$ cat config.mk
export PLATFORM = sky130hd
export DESIGN_NAME = sfb_bank
export DESIGN_NICKNAME = d
export VERILOG_FILES = /design/src/verilog/sfb_pkg.sv /design/src/verilog/sfb_bank.sv /design/src/verilog/sfb_gpr.sv
export SDC_FILE = /design/constraint.sdc
export NUM_CORES = 1
export LEC_CHECK = 0
export ABC_CLOCK_PERIOD_IN_PS = 6700
export BUFFER_PORTS_ARGS = -buffer_cell sky130_fd_sc_hd__buf_2
export CORE_AREA = 2 2 297 299
export CTS_BUF_LIST = sky130_fd_sc_hd__clkbuf_2 sky130_fd_sc_hd__clkbuf_4 sky130_fd_sc_hd__clkbuf_8
export CTS_CLUSTER_DIAMETER = 80
export DETAILED_ROUTE_END_ITERATION = 10
export DIE_AREA = 0 0 299 301
export HOLD_SLACK_MARGIN = 0.15
export SLEW_MARGIN = 25
export SYNTH_ARGS = -nofsm -noshare
export SYNTH_HDL_FRONTEND = slang
export SYNTH_HIERARCHICAL = 1
export SYNTH_SLANG_ARGS = --single-unit
$ cat constraint.sdc
create_clock -name clk_in -period 6.7 [get_ports clk_in]
set_clock_uncertainty 0.15 [all_clocks]
set_input_delay 0.67 -clock clk_in [delete_from_list [all_inputs] [get_ports clk_in]]
set_output_delay 0.67 -clock clk_in [all_outputs]
set_load 0.01 [all_outputs]
$ cat src/verilog/sfb_pkg.sv
// package: register map, field positions and reset values of the bank 0 register file
package sfb_pkg;
   localparam logic [6:0] SFB_ADDR_INDIRECT   = 7'h00;
   localparam logic [6:0] SFB_ADDR_TIMER_ZERO_COUNT       = 7'h01;
   localparam logic [6:0] SFB_ADDR_PCL        = 7'h02;
   localparam logic [6:0] SFB_ADDR_STATUS     = 7'h03;
   localparam logic [6:0] SFB_ADDR_POINTER    = 7'h04;
   localparam logic [6:0] SFB_ADDR_PORT_A_DATA      = 7'h05;
   localparam logic [6:0] SFB_ADDR_PORT_B_DATA      = 7'h06;
   localparam logic [6:0] SFB_ADDR_PORT_C_DATA      = 7'h07;
   localparam logic [6:0] SFB_ADDR_PCHOLD     = 7'h0a;
   localparam logic [6:0] SFB_ADDR_INTCTL     = 7'h0b;
   localparam logic [6:0] SFB_ADDR_PFLAGS1    = 7'h0c;
   localparam logic [6:0] SFB_ADDR_T1L        = 7'h0e;
   localparam logic [6:0] SFB_ADDR_T1H        = 7'h0f;
   localparam logic [6:0] SFB_ADDR_T1CTL      = 7'h10;
   localparam logic [6:0] SFB_ADDR_T2CNT      = 7'h11;
   localparam logic [6:0] SFB_ADDR_T2CTL      = 7'h12;
   localparam logic [6:0] SFB_ADDR_SERBUF     = 7'h13;
   localparam logic [6:0] SFB_ADDR_SERCTL     = 7'h14;
   localparam logic [6:0] SFB_ADDR_CCL        = 7'h15;
   localparam logic [6:0] SFB_ADDR_CCH        = 7'h16;
   localparam logic [6:0] SFB_ADDR_CCCTL      = 7'h17;
   localparam logic [6:0] SFB_ADDR_CONVERTER_RESULT      = 7'h1e;
   localparam logic [6:0] SFB_ADDR_ADCTL0     = 7'h1f;
   localparam logic [6:0] SFB_ADDR_SERSTAT    = 7'h14; // bank 1 only
   localparam logic [6:0] SFB_GPR_FIRST       = 7'h20;

   // implemented-bit masks
   localparam logic [7:0] SFB_MASK_PORT_A_DATA      = 8'h3f;
   localparam logic [7:0] SFB_MASK_PCHOLD     = 8'h1f;
   localparam logic [7:0] SFB_MASK_PFLAGS1    = 8'h4f;
   localparam logic [7:0] SFB_MASK_T1CTL      = 8'h3f;
   localparam logic [7:0] SFB_MASK_T2CTL      = 8'h7f;
   localparam logic [7:0] SFB_MASK_CCCTL      = 8'h3f;
   localparam logic [7:0] SFB_MASK_ADCTL0     = 8'hfd;
   localparam logic [7:0] SFB_MASK_SERSTAT    = 8'h3f;
   localparam logic [7:0] SFB_MASK_STATUS_WR  = 8'h67; // timeout/powerdown bits are hardware only

   // status field positions
   localparam int SFB_ST_INDBANK  = 7;
   localparam int SFB_ST_BANKHI   = 6;
   localparam int SFB_ST_BANKLO   = 5;
   localparam int SFB_ST_TIMEOUT  = 4;
   localparam int SFB_ST_PWRDN    = 3;

   // reset values
   localparam logic [7:0] SFB_RST_ZERO        = 8'h00;
   localparam logic [7:0] SFB_RST_STATUS_POR  = 8'h18;
   localparam logic [4:0] SFB_RST_PCHOLD      = 5'h00;

   localparam int SFB_GPR_WORDS = 96;

   typedef enum logic [1:0] {SFB_RST_NONE, SFB_RST_POWER, SFB_RST_OTHER} sfb_rst_kind_t;

   typedef struct packed {
      logic [6:0] addr;
      logic [7:0] wdata;
      logic       wr;
      logic       rd;
   } sfb_req_t;
endpackage

$ cat src/verilog/sfb_bank.sv
// bank 0 special function register file with shared core registers and a bank 1 serial status shadow
//
// Behaviour
// - registers are storage beside general ram
// - core registers decoded same in both banks
// - upper pc bits reachable only via holding
// - five holding bits load pc bits 12:8
// - clear and watchdog resets use other values
// - unchanged bits kept, condition bits from cause
// - indirect bank and high bank bits reserved
// - unimplemented locations and bits read zero
// - port writes latch, reads return pins
// - serial status top two bits read zero
// - status bit 5 selects direct bank, bits 6:5 drive bank_out
`timescale 1ns/1ns
module sfb_bank
   import sfb_pkg::*;
#(
   parameter int GPR_WORDS = SFB_GPR_WORDS
) (
   input  wire logic       clk_in,
   input  wire logic       srst_in,
   input  wire logic       por_in,
   input  wire logic       wdt_in,
   input  wire logic       sleep_in,
   input  wire logic [7:0] addr_in,
   input  wire logic [7:0] wdata_in,
   input  wire logic       wr_in,
   input  wire logic       rd_in,
   output logic      [7:0] rdata_out,
   input  wire logic       pc_load_in,
   input  wire logic [7:0] pc_low_in,
   input  wire logic       pc_upper_load_in,
   output logic      [12:0] pc_out,
   input  wire logic [5:0] port_a_pins_in,
   input  wire logic [7:0] port_b_pins_in,
   input  wire logic [7:0] port_c_pins_in,
   output logic      [5:0] port_a_latch_out,
   output logic      [7:0] port_b_latch_out,
   output logic      [7:0] port_c_latch_out,
   input  wire logic [7:0] converter_result_in,
   output logic      [7:0] t1ctl_out,
   output logic      [7:0] t2ctl_out,
   output logic      [7:0] serctl_out,
   output logic      [7:0] ccctl_out,
   output logic      [7:0] adctl0_out,
   output logic      [7:0] intctl_out,
   output logic      [1:0] bank_out
);
   ////////////////////////////////////////////////////////////////////////////
   sfb_req_t      req;
   sfb_rst_kind_t rst_kind;
   logic [6:0]    dir_idx;
   logic [6:0]    eff_idx;
   logic          eff_bank;
   logic          shared_hit;
   logic [7:0]    rd_d;
   logic [7:0]    gpr_rdata;
   logic          gpr_we;
   logic [6:0]    gpr_idx;

   logic [7:0] status_q;
   logic [7:0] pointer_q;
   logic [4:0] pchold_q;
   logic [12:0] pc_q;
   logic [7:0] intctl_q, pflags1_q, timer_zero_count_q, t1l_q, t1h_q, t1ctl_q, t2cnt_q, t2ctl_q;
   logic [7:0] serbuf_q, serctl_q, ccl_q, cch_q, ccctl_q, adctl0_q, serstat_q;
   logic [5:0] port_a_data_q;
   logic [7:0] port_b_data_q, port_c_data_q;
   logic [7:0] rdata_q;

   assign req.addr  = addr_in[6:0];
   assign req.wdata = wdata_in;
   assign req.wr    = wr_in;
   assign req.rd    = rd_in;

   // power-on reset when srst and por both asserted, otherwise clear/watchdog reset kind when srst or wdt is asserted
   always_comb begin
      if (srst_in && por_in) rst_kind = SFB_RST_POWER;
      else if (srst_in || wdt_in) rst_kind = SFB_RST_OTHER;
      else rst_kind = SFB_RST_NONE;
   end

   ////////////////////////////////////////////////////////////////////////////
   // address decode: indirect window redirects through the pointer
   always_comb begin
      if (req.addr == SFB_ADDR_INDIRECT) begin
         eff_idx  = pointer_q[6:0];
         eff_bank = pointer_q[7];
      end else begin
         eff_idx  = req.addr;
         eff_bank = status_q[SFB_ST_BANKLO];
      end
   end
   assign dir_idx = eff_idx;

   // core registers ignore the bank bit
   assign shared_hit = (dir_idx == SFB_ADDR_PCL) || (dir_idx == SFB_ADDR_STATUS) ||
                       (dir_idx == SFB_ADDR_POINTER) || (dir_idx == SFB_ADDR_PCHOLD) ||
                       (dir_idx == SFB_ADDR_INTCTL) || (dir_idx == SFB_ADDR_INDIRECT);

   // general ram only in bank 0; bank 1 upper area is unimplemented here
   assign gpr_idx = dir_idx - SFB_GPR_FIRST;
   assign gpr_we  = req.wr && !eff_bank && (dir_idx >= SFB_GPR_FIRST);

   sfb_gpr #(
      .WORDS (GPR_WORDS)
   ) u_gpr (
      .clk_in    (clk_in),
      .idx_in    (gpr_idx),
      .wdata_in  (req.wdata),
      .we_in     (gpr_we),
      .rdata_out (gpr_rdata)
   );

   ////////////////////////////////////////////////////////////////////////////
   // status register
   always_ff @(posedge clk_in) begin
      if (rst_kind == SFB_RST_POWER) begin
         status_q <= SFB_RST_STATUS_POR;
      end else if (rst_kind == SFB_RST_OTHER) begin
         // bank bits cleared, flags kept, timeout/powerdown from cause
         status_q[7:5]            <= 3'h0;
         status_q[SFB_ST_TIMEOUT] <= !wdt_in;
         status_q[SFB_ST_PWRDN]   <= !(wdt_in && sleep_in) || !wdt_in;
      end else if (req.wr && shared_hit && dir_idx == SFB_ADDR_STATUS) begin
         // reserved bank bits are kept clear whatever is written
         status_q <= (req.wdata & SFB_MASK_STATUS_WR & 8'h3f) |
                     (status_q & ~SFB_MASK_STATUS_WR);
      end
   end

   // pointer, holding register and program counter
   always_ff @(posedge clk_in) begin
      if (rst_kind == SFB_RST_NONE && req.wr && dir_idx == SFB_ADDR_POINTER) begin
         pointer_q <= req.wdata;
      end
   end

   always_ff @(posedge clk_in) begin
      if (rst_kind != SFB_RST_NONE) begin
         pchold_q <= SFB_RST_PCHOLD;
      end else if (req.wr && dir_idx == SFB_ADDR_PCHOLD) begin
         pchold_q <= req.wdata[4:0];
      end
   end

   // upper pc only changes from the holding register, or clears to zero on any reset
   always_ff @(posedge clk_in) begin
      if (rst_kind != SFB_RST_NONE) begin
         pc_q <= 13'h0000;
      end else if (req.wr && dir_idx == SFB_ADDR_PCL) begin
         pc_q <= {pchold_q, req.wdata};
      end else if (pc_upper_load_in) begin
         pc_q <= {pchold_q, pc_low_in};
      end else if (pc_load_in) begin
         pc_q <= {pc_q[12:8], pc_low_in};
      end
   end

   ////////////////////////////////////////////////////////////////////////////
   // bank 0 peripheral registers and the bank 1 serial status shadow
   always_ff @(posedge clk_in) begin
      if (rst_kind == SFB_RST_POWER) begin
         intctl_q <= SFB_RST_ZERO;
         t1ctl_q  <= SFB_RST_ZERO;
      end else if (rst_kind == SFB_RST_OTHER) begin
         intctl_q[7:1] <= 7'h00;
      end else if (req.wr && dir_idx == SFB_ADDR_INTCTL) begin
         intctl_q <= req.wdata;
      end else if (req.wr && !eff_bank && dir_idx == SFB_ADDR_T1CTL) begin
         t1ctl_q <= req.wdata & SFB_MASK_T1CTL;
      end
   end

   always_ff @(posedge clk_in) begin
      if (rst_kind != SFB_RST_NONE) begin
         pflags1_q <= SFB_RST_ZERO;
         t2cnt_q   <= SFB_RST_ZERO;
         t2ctl_q   <= SFB_RST_ZERO;
         serctl_q  <= SFB_RST_ZERO;
         ccctl_q   <= SFB_RST_ZERO;
         adctl0_q  <= SFB_RST_ZERO;
         serstat_q <= SFB_RST_ZERO;
      end else if (req.wr && !eff_bank) begin
         case (dir_idx)
            SFB_ADDR_PFLAGS1: pflags1_q <= req.wdata & SFB_MASK_PFLAGS1;
            SFB_ADDR_T2CNT:   t2cnt_q   <= req.wdata;
            SFB_ADDR_T2CTL:   t2ctl_q   <= req.wdata & SFB_MASK_T2CTL;
            SFB_ADDR_SERCTL:  serctl_q  <= req.wdata;
            SFB_ADDR_CCCTL:   ccctl_q   <= req.wdata & SFB_MASK_CCCTL;
            SFB_ADDR_ADCTL0:  adctl0_q  <= req.wdata & SFB_MASK_ADCTL0;
            default: ;
         endcase
      end else if (req.wr && eff_bank && dir_idx == SFB_ADDR_SERSTAT) begin
         serstat_q <= req.wdata & SFB_MASK_SERSTAT;
      end
   end

   // registers with unknown power-up value and unchanged on other resets
   always_ff @(posedge clk_in) begin
      if (rst_kind == SFB_RST_NONE && req.wr && !eff_bank) begin
         case (dir_idx)
            SFB_ADDR_TIMER_ZERO_COUNT:   timer_zero_count_q   <= req.wdata;
            SFB_ADDR_PORT_A_DATA:  port_a_data_q  <= req.wdata[5:0];
            SFB_ADDR_PORT_B_DATA:  port_b_data_q  <= req.wdata;
            SFB_ADDR_PORT_C_DATA:  port_c_data_q  <= req.wdata;
            SFB_ADDR_T1L:    t1l_q    <= req.wdata;
            SFB_ADDR_T1H:    t1h_q    <= req.wdata;
            SFB_ADDR_SERBUF: serbuf_q <= req.wdata;
            SFB_ADDR_CCL:    ccl_q    <= req.wdata;
            SFB_ADDR_CCH:    cch_q    <= req.wdata;
            default: ;
         endcase
      end
   end

   ////////////////////////////////////////////////////////////////////////////
   // read mux
   always_comb begin
      rd_d = 8'h00;
      if (shared_hit) begin
         case (dir_idx)
            SFB_ADDR_PCL:     rd_d = pc_q[7:0];
            SFB_ADDR_STATUS:  rd_d = status_q;
            SFB_ADDR_POINTER: rd_d = pointer_q;
            SFB_ADDR_PCHOLD:  rd_d = {3'h0, pchold_q};
            SFB_ADDR_INTCTL:  rd_d = intctl_q;
            default:          rd_d = 8'h00;  // indirect through itself reads zero
         endcase
      end else if (dir_idx >= SFB_GPR_FIRST) begin
         rd_d = eff_bank ? 8'h00 : gpr_rdata;
      end else if (eff_bank) begin
         rd_d = (dir_idx == SFB_ADDR_SERSTAT) ? (serstat_q & SFB_MASK_SERSTAT) : 8'h00;
      end else begin
         case (dir_idx)
            SFB_ADDR_TIMER_ZERO_COUNT:    rd_d = timer_zero_count_q;
            SFB_ADDR_PORT_A_DATA:   rd_d = {2'h0, port_a_pins_in};
            SFB_ADDR_PORT_B_DATA:   rd_d = port_b_pins_in;
            SFB_ADDR_PORT_C_DATA:   rd_d = port_c_pins_in;
            SFB_ADDR_PFLAGS1: rd_d = pflags1_q;
            SFB_ADDR_T1L:     rd_d = t1l_q;
            SFB_ADDR_T1H:     rd_d = t1h_q;
            SFB_ADDR_T1CTL:   rd_d = t1ctl_q;
            SFB_ADDR_T2CNT:   rd_d = t2cnt_q;
            SFB_ADDR_T2CTL:   rd_d = t2ctl_q;
            SFB_ADDR_SERBUF:  rd_d = serbuf_q;
            SFB_ADDR_SERCTL:  rd_d = serctl_q;
            SFB_ADDR_CCL:     rd_d = ccl_q;
            SFB_ADDR_CCH:     rd_d = cch_q;
            SFB_ADDR_CCCTL:   rd_d = ccctl_q;
            SFB_ADDR_CONVERTER_RESULT:   rd_d = converter_result_in;
            SFB_ADDR_ADCTL0:  rd_d = adctl0_q;
            default:          rd_d = 8'h00;
         endcase
      end
   end

   always_ff @(posedge clk_in) begin
      if (srst_in) begin
         rdata_q <= 8'h00;
      end else if (req.rd) begin
         rdata_q <= rd_d;
      end
   end

   ////////////////////////////////////////////////////////////////////////////
   assign rdata_out        = rdata_q;
   assign pc_out           = pc_q;
   assign port_a_latch_out = port_a_data_q;
   assign port_b_latch_out = port_b_data_q;
   assign port_c_latch_out = port_c_data_q;
   assign t1ctl_out        = t1ctl_q;
   assign t2ctl_out        = t2ctl_q;
   assign serctl_out       = serctl_q;
   assign ccctl_out        = ccctl_q;
   assign adctl0_out       = adctl0_q;
   assign intctl_out       = intctl_q;
   assign bank_out         = status_q[6:5];
endmodule

$ cat src/verilog/sfb_gpr.sv
// general purpose ram of the bank, flip-flop storage
`timescale 1ns/1ns
module sfb_gpr
   import sfb_pkg::*;
#(
   parameter int WORDS = SFB_GPR_WORDS
) (
   input  wire logic       clk_in,
   input  wire logic [6:0] idx_in,
   input  wire logic [7:0] wdata_in,
   input  wire logic       we_in,
   output logic      [7:0] rdata_out
);
   logic [7:0] mem_q [WORDS];

   // storage has no reset: contents are unknown at power up
   always_ff @(posedge clk_in) begin
      if (we_in && int'(idx_in) < WORDS) begin
         mem_q[idx_in] <= wdata_in;
      end
   end

   assign rdata_out = (int'(idx_in) < WORDS) ? mem_q[idx_in] : 8'h00;
endmodule

==> flow_metrics.py <==
metrics = {
    "status": {
        "status": "complete, no violations",
    },
    "timing": {
        "rsz0062_at_grt": "no",
        "worst_pin_slew_ns": 1.13,
        "fmax_mhz": 188,
        "setup_viol": 0,
        "drv_slew": 0,
        "fin_setup_tns_ns": 0,
        "slew_headroom_pct": 23.4,
        "final_hold_viol_count": 0,
        "finalCriticalPeriod_ns": 5.33,
        "fin_ws_ns": 1.37,
        "finalCritPeriodShare_pct": 79.5,
    },
    "power_and_ir_drop": {
        "cellLeakagePower_nw": 14.2,
        "ir_worst_vdd_mv": 0.214,
        "p_total_w": 0.0118,
        "p_per_area_nw_per_um2": 273,
    },
    "worst_setup_path": {
        "cp-startpoint": "pointer_q[3]$_DFFE_PP_",
        "crit_cells": 10,
        "cp_slowest_stage_delay_ns": 0.91,
        "slowest_stage": "nor2_1",
        "crit_arrival_ns": 5.94,
        "endpoint_kind": "register",
        "cp_top_family": "simple AND/OR/NAND/NOR gates",
        "crit_buf_inv": 2,
        "r2r_slack_ns": 1.37,
        "path_max_fanout": 13,
        "required_ns": 7.31,
        "start_kind": "register",
        "r2r_start": "pointer_q[3]$_DFFE_PP_",
        "reg2reg_depth": 10,
        "critPathCapture": "rdata_out[6]$_SDFFE_PP0P_",
        "worstReg2RegEnd": "rdata_out[6]$_SDFFE_PP0P_",
        "path_cells": "a41oi_1 > inv_1 > nor2_1 > nand2_1 > nor2_1 > o41a_1 > o21a_1 > o31ai_1 > a211oi_1 > dlygate4sd3_1",
        "path_common_cell": "nor2_1",
        "critPathKind": "register to register",
    },
    "floorplan": {
        "fp.dieW_um": 299,
        "core.rowCount": 108,
        "die-area_um2": 90000,
        "core_um2": 86500,
        "die-height_um": 301,
        "start_util_pct": 43.9,
        "pin_count": 156,
    },
    "grt": {
        "grt_pass1_wl_um": 157000,
        "grt_overflow": 0,
        "grt_use_total_pct": 23.8,
        "antenna_found_initial": 2,
        "grt_max_degree": 104,
        "grt_pass1_vias": 23000,
    },
    "placed_design": {
        "gp_congestion": 0.953,
        "pre_cts_slack_ns": 1.39,
        "io_buffer_count": 147,
        "dpl.hpwl_um": 67900,
        "postPlaceCellArea_um2": 40300,
    },
    "flow_run": {
        "drv_cap": 0,
    },
    "clocking": {
        "clockBufferDepth": 3,
        "htreeDepth": 4,
        "postCtsSetupRepairBufs": 0,
        "ctsHoldBuffers": 18,
        "cts_tree": "yes",
        "cts_root_buf": "clkbuf_8",
        "clock-sinks": 939,
        "clkLatencyLatePin_ns": 0.82,
        "cts_resized": 0,
        "clkTransAtPathRegs_ns": 0.06,
        "cts_made_buffers": 151,
    },
    "layout": {
        "drive_gt1_share_pct": 25.4,
        "fin_nets": 2623,
        "final_util_pct": 50.1,
        "final_common_cell": "edfxtp_1",
        "top_register": "u_gpr/mem_q",
        "syn_to_final_growth_pct": 14.1,
        "finish.instance_area_um2": 43400,
        "final_cell_mix": "846 x edfxtp_1, 235 x nor2_1, 154 x clkbuf_8, 139 x buf_2, 136 x mux4_2",
        "largest_reg_flops": 768,
    },
    "synthesis": {
        "ys_seq_area_share_pct": 71.8,
        "synth_edf_count": 846,
        "async_flop_share_pct": 0,
        "ys_warn_count": 6,
        "dominantRegCellSynth": "edfxtp_1",
        "synth_area_um2": 38000,
        "syn_inst": 2272,
        "avgSynthCellArea_um2": 16.7,
        "ys_ff_latch": 939,
        "synth.distinct_cells": 86,
    },
    "routing": {
        "detail-route-antenna-nets": 0,
        "wl_per_cell_um": 28.2,
        "drc_errors": 0,
        "totalWireLength_um": 108000,
        "vias": 23300,
        "drtPass1Iterations": 7,
        "via_per_inst": 6.08,
        "drt_iter0_drc": 2764,
    },
    "min_path": {
        "min_path_type": "input port to register",
        "whs_path_depth": 1,
    },
}
synthesized netlist by cell type (6+ instances only):
cell type,count,share of area (%)
a211oi_1,15,0.30
a21oi_1,51,0.67
a221o_1,12,0.32
a221oi_1,46,1.1
a222oi_1,9,0.24
a22o_1,12,0.28
a22oi_1,69,1.4
a31oi_1,25,0.41
a32o_1,7,0.18
a32oi_1,12,0.28
and2_1,12,0.20
and3_1,15,0.25
buf_1,9,0.089
buf_2,48,0.63
buf_4,23,0.45
buf_6,15,0.44
clkbuf_1,49,0.48
dfxtp_1,93,4.9
edfxtp_1,846,67
inv_1,18,0.18
mux2_2,21,0.62
mux2i_1,113,3.0
mux4_2,136,8.1
nand2_1,97,0.96
nand2b_1,8,0.13
nand3_1,37,0.49
nand4_1,7,0.12
nor2_1,235,2.3
nor2b_1,17,0.28
nor3_1,25,0.33
nor4_1,12,0.20
o2111ai_1,6,0.14
o21ai_0,28,0.37
o221ai_1,8,0.18
o22ai_1,26,0.43
logic make-up after synthesis:
family / Yosys count / share of synthesized area, %
DFF: 939 / 71.8
and+or+nand+nor: 499 / 6.25
AOI/OAI and AO/OA: 391 / 7.81
muxes: 274 / 11.8
buffers and inverters: 167 / 2.37
adders and majority gates: 1 / 0.0329
other: 1 / 0.00987
where the power goes:
part / switching (W) / total [W] / internal (W)
clock network: 0.00225 / 0.00467 / 0.00242
logic: 0.000516 / 0.000742 / 0.000226
registers: 0.00000979 / 0.00641 / 0.00640
worst min path at each step:
stage                                   start                           end
floorplan           serstat_q[0]$_SDFFE_PP0P_     serstat_q[0]$_SDFFE_PP0P_
global placement      pc_out[10]$_SDFFE_PP0P_       pc_out[10]$_SDFFE_PP0P_
detailed placement    pc_out[10]$_SDFFE_PP0P_       pc_out[10]$_SDFFE_PP0P_
CTS                               wdata_in[7]        pointer_q[7]$_DFFE_PP_
global route                      wdata_in[7]  u_gpr/mem_q[94][7]$_DFFE_PP_
finish                            wdata_in[7]  u_gpr/mem_q[94][7]$_DFFE_PP_
final cells by class:
type	count	area, µm²
tap	1155	1450
sequential	939	27300
fill	7279	43100
antenna	1	2.50
multi-input combinational	1172	9940
clock buffer	196	2430
timing repair buffer	274	1800
clock inverter	73	398
inverter	21	86.3
per-layer routing:
layer | global-route usage, % | routed length [µm] | vias to the layer above
met4 | 7.90 | 2720 | 2
met3 | 5.35 | 10200 | 181
met5 | 0 | 12 | -
met2 | 37.3 | 51200 | 1281
li1 | - | - | 9781
met1 | 33.3 | 44000 | 12000
worst register-to-register path: stages (launching register included):
cell           delay [ns]
edfxtp_1             0.57
a41oi_1              0.79
inv_1                0.57
nor2_1               0.92
nand2_1              0.50
nor2_1               0.31
o41a_1               0.28
o21a_1               0.23
o31ai_1              0.13
a211oi_1             0.26
dlygate4sd3_1        0.58
through the flow:
stage	hold slack (ns)	cells
CTS	0.156	3830
finish	0.215	3831
detailed placement	0.299	3543
floorplan	0.287	2278
global placement	0.295	3543
global route	0.201	3831
No activity file was read; power rests on OpenSTA's default activity.
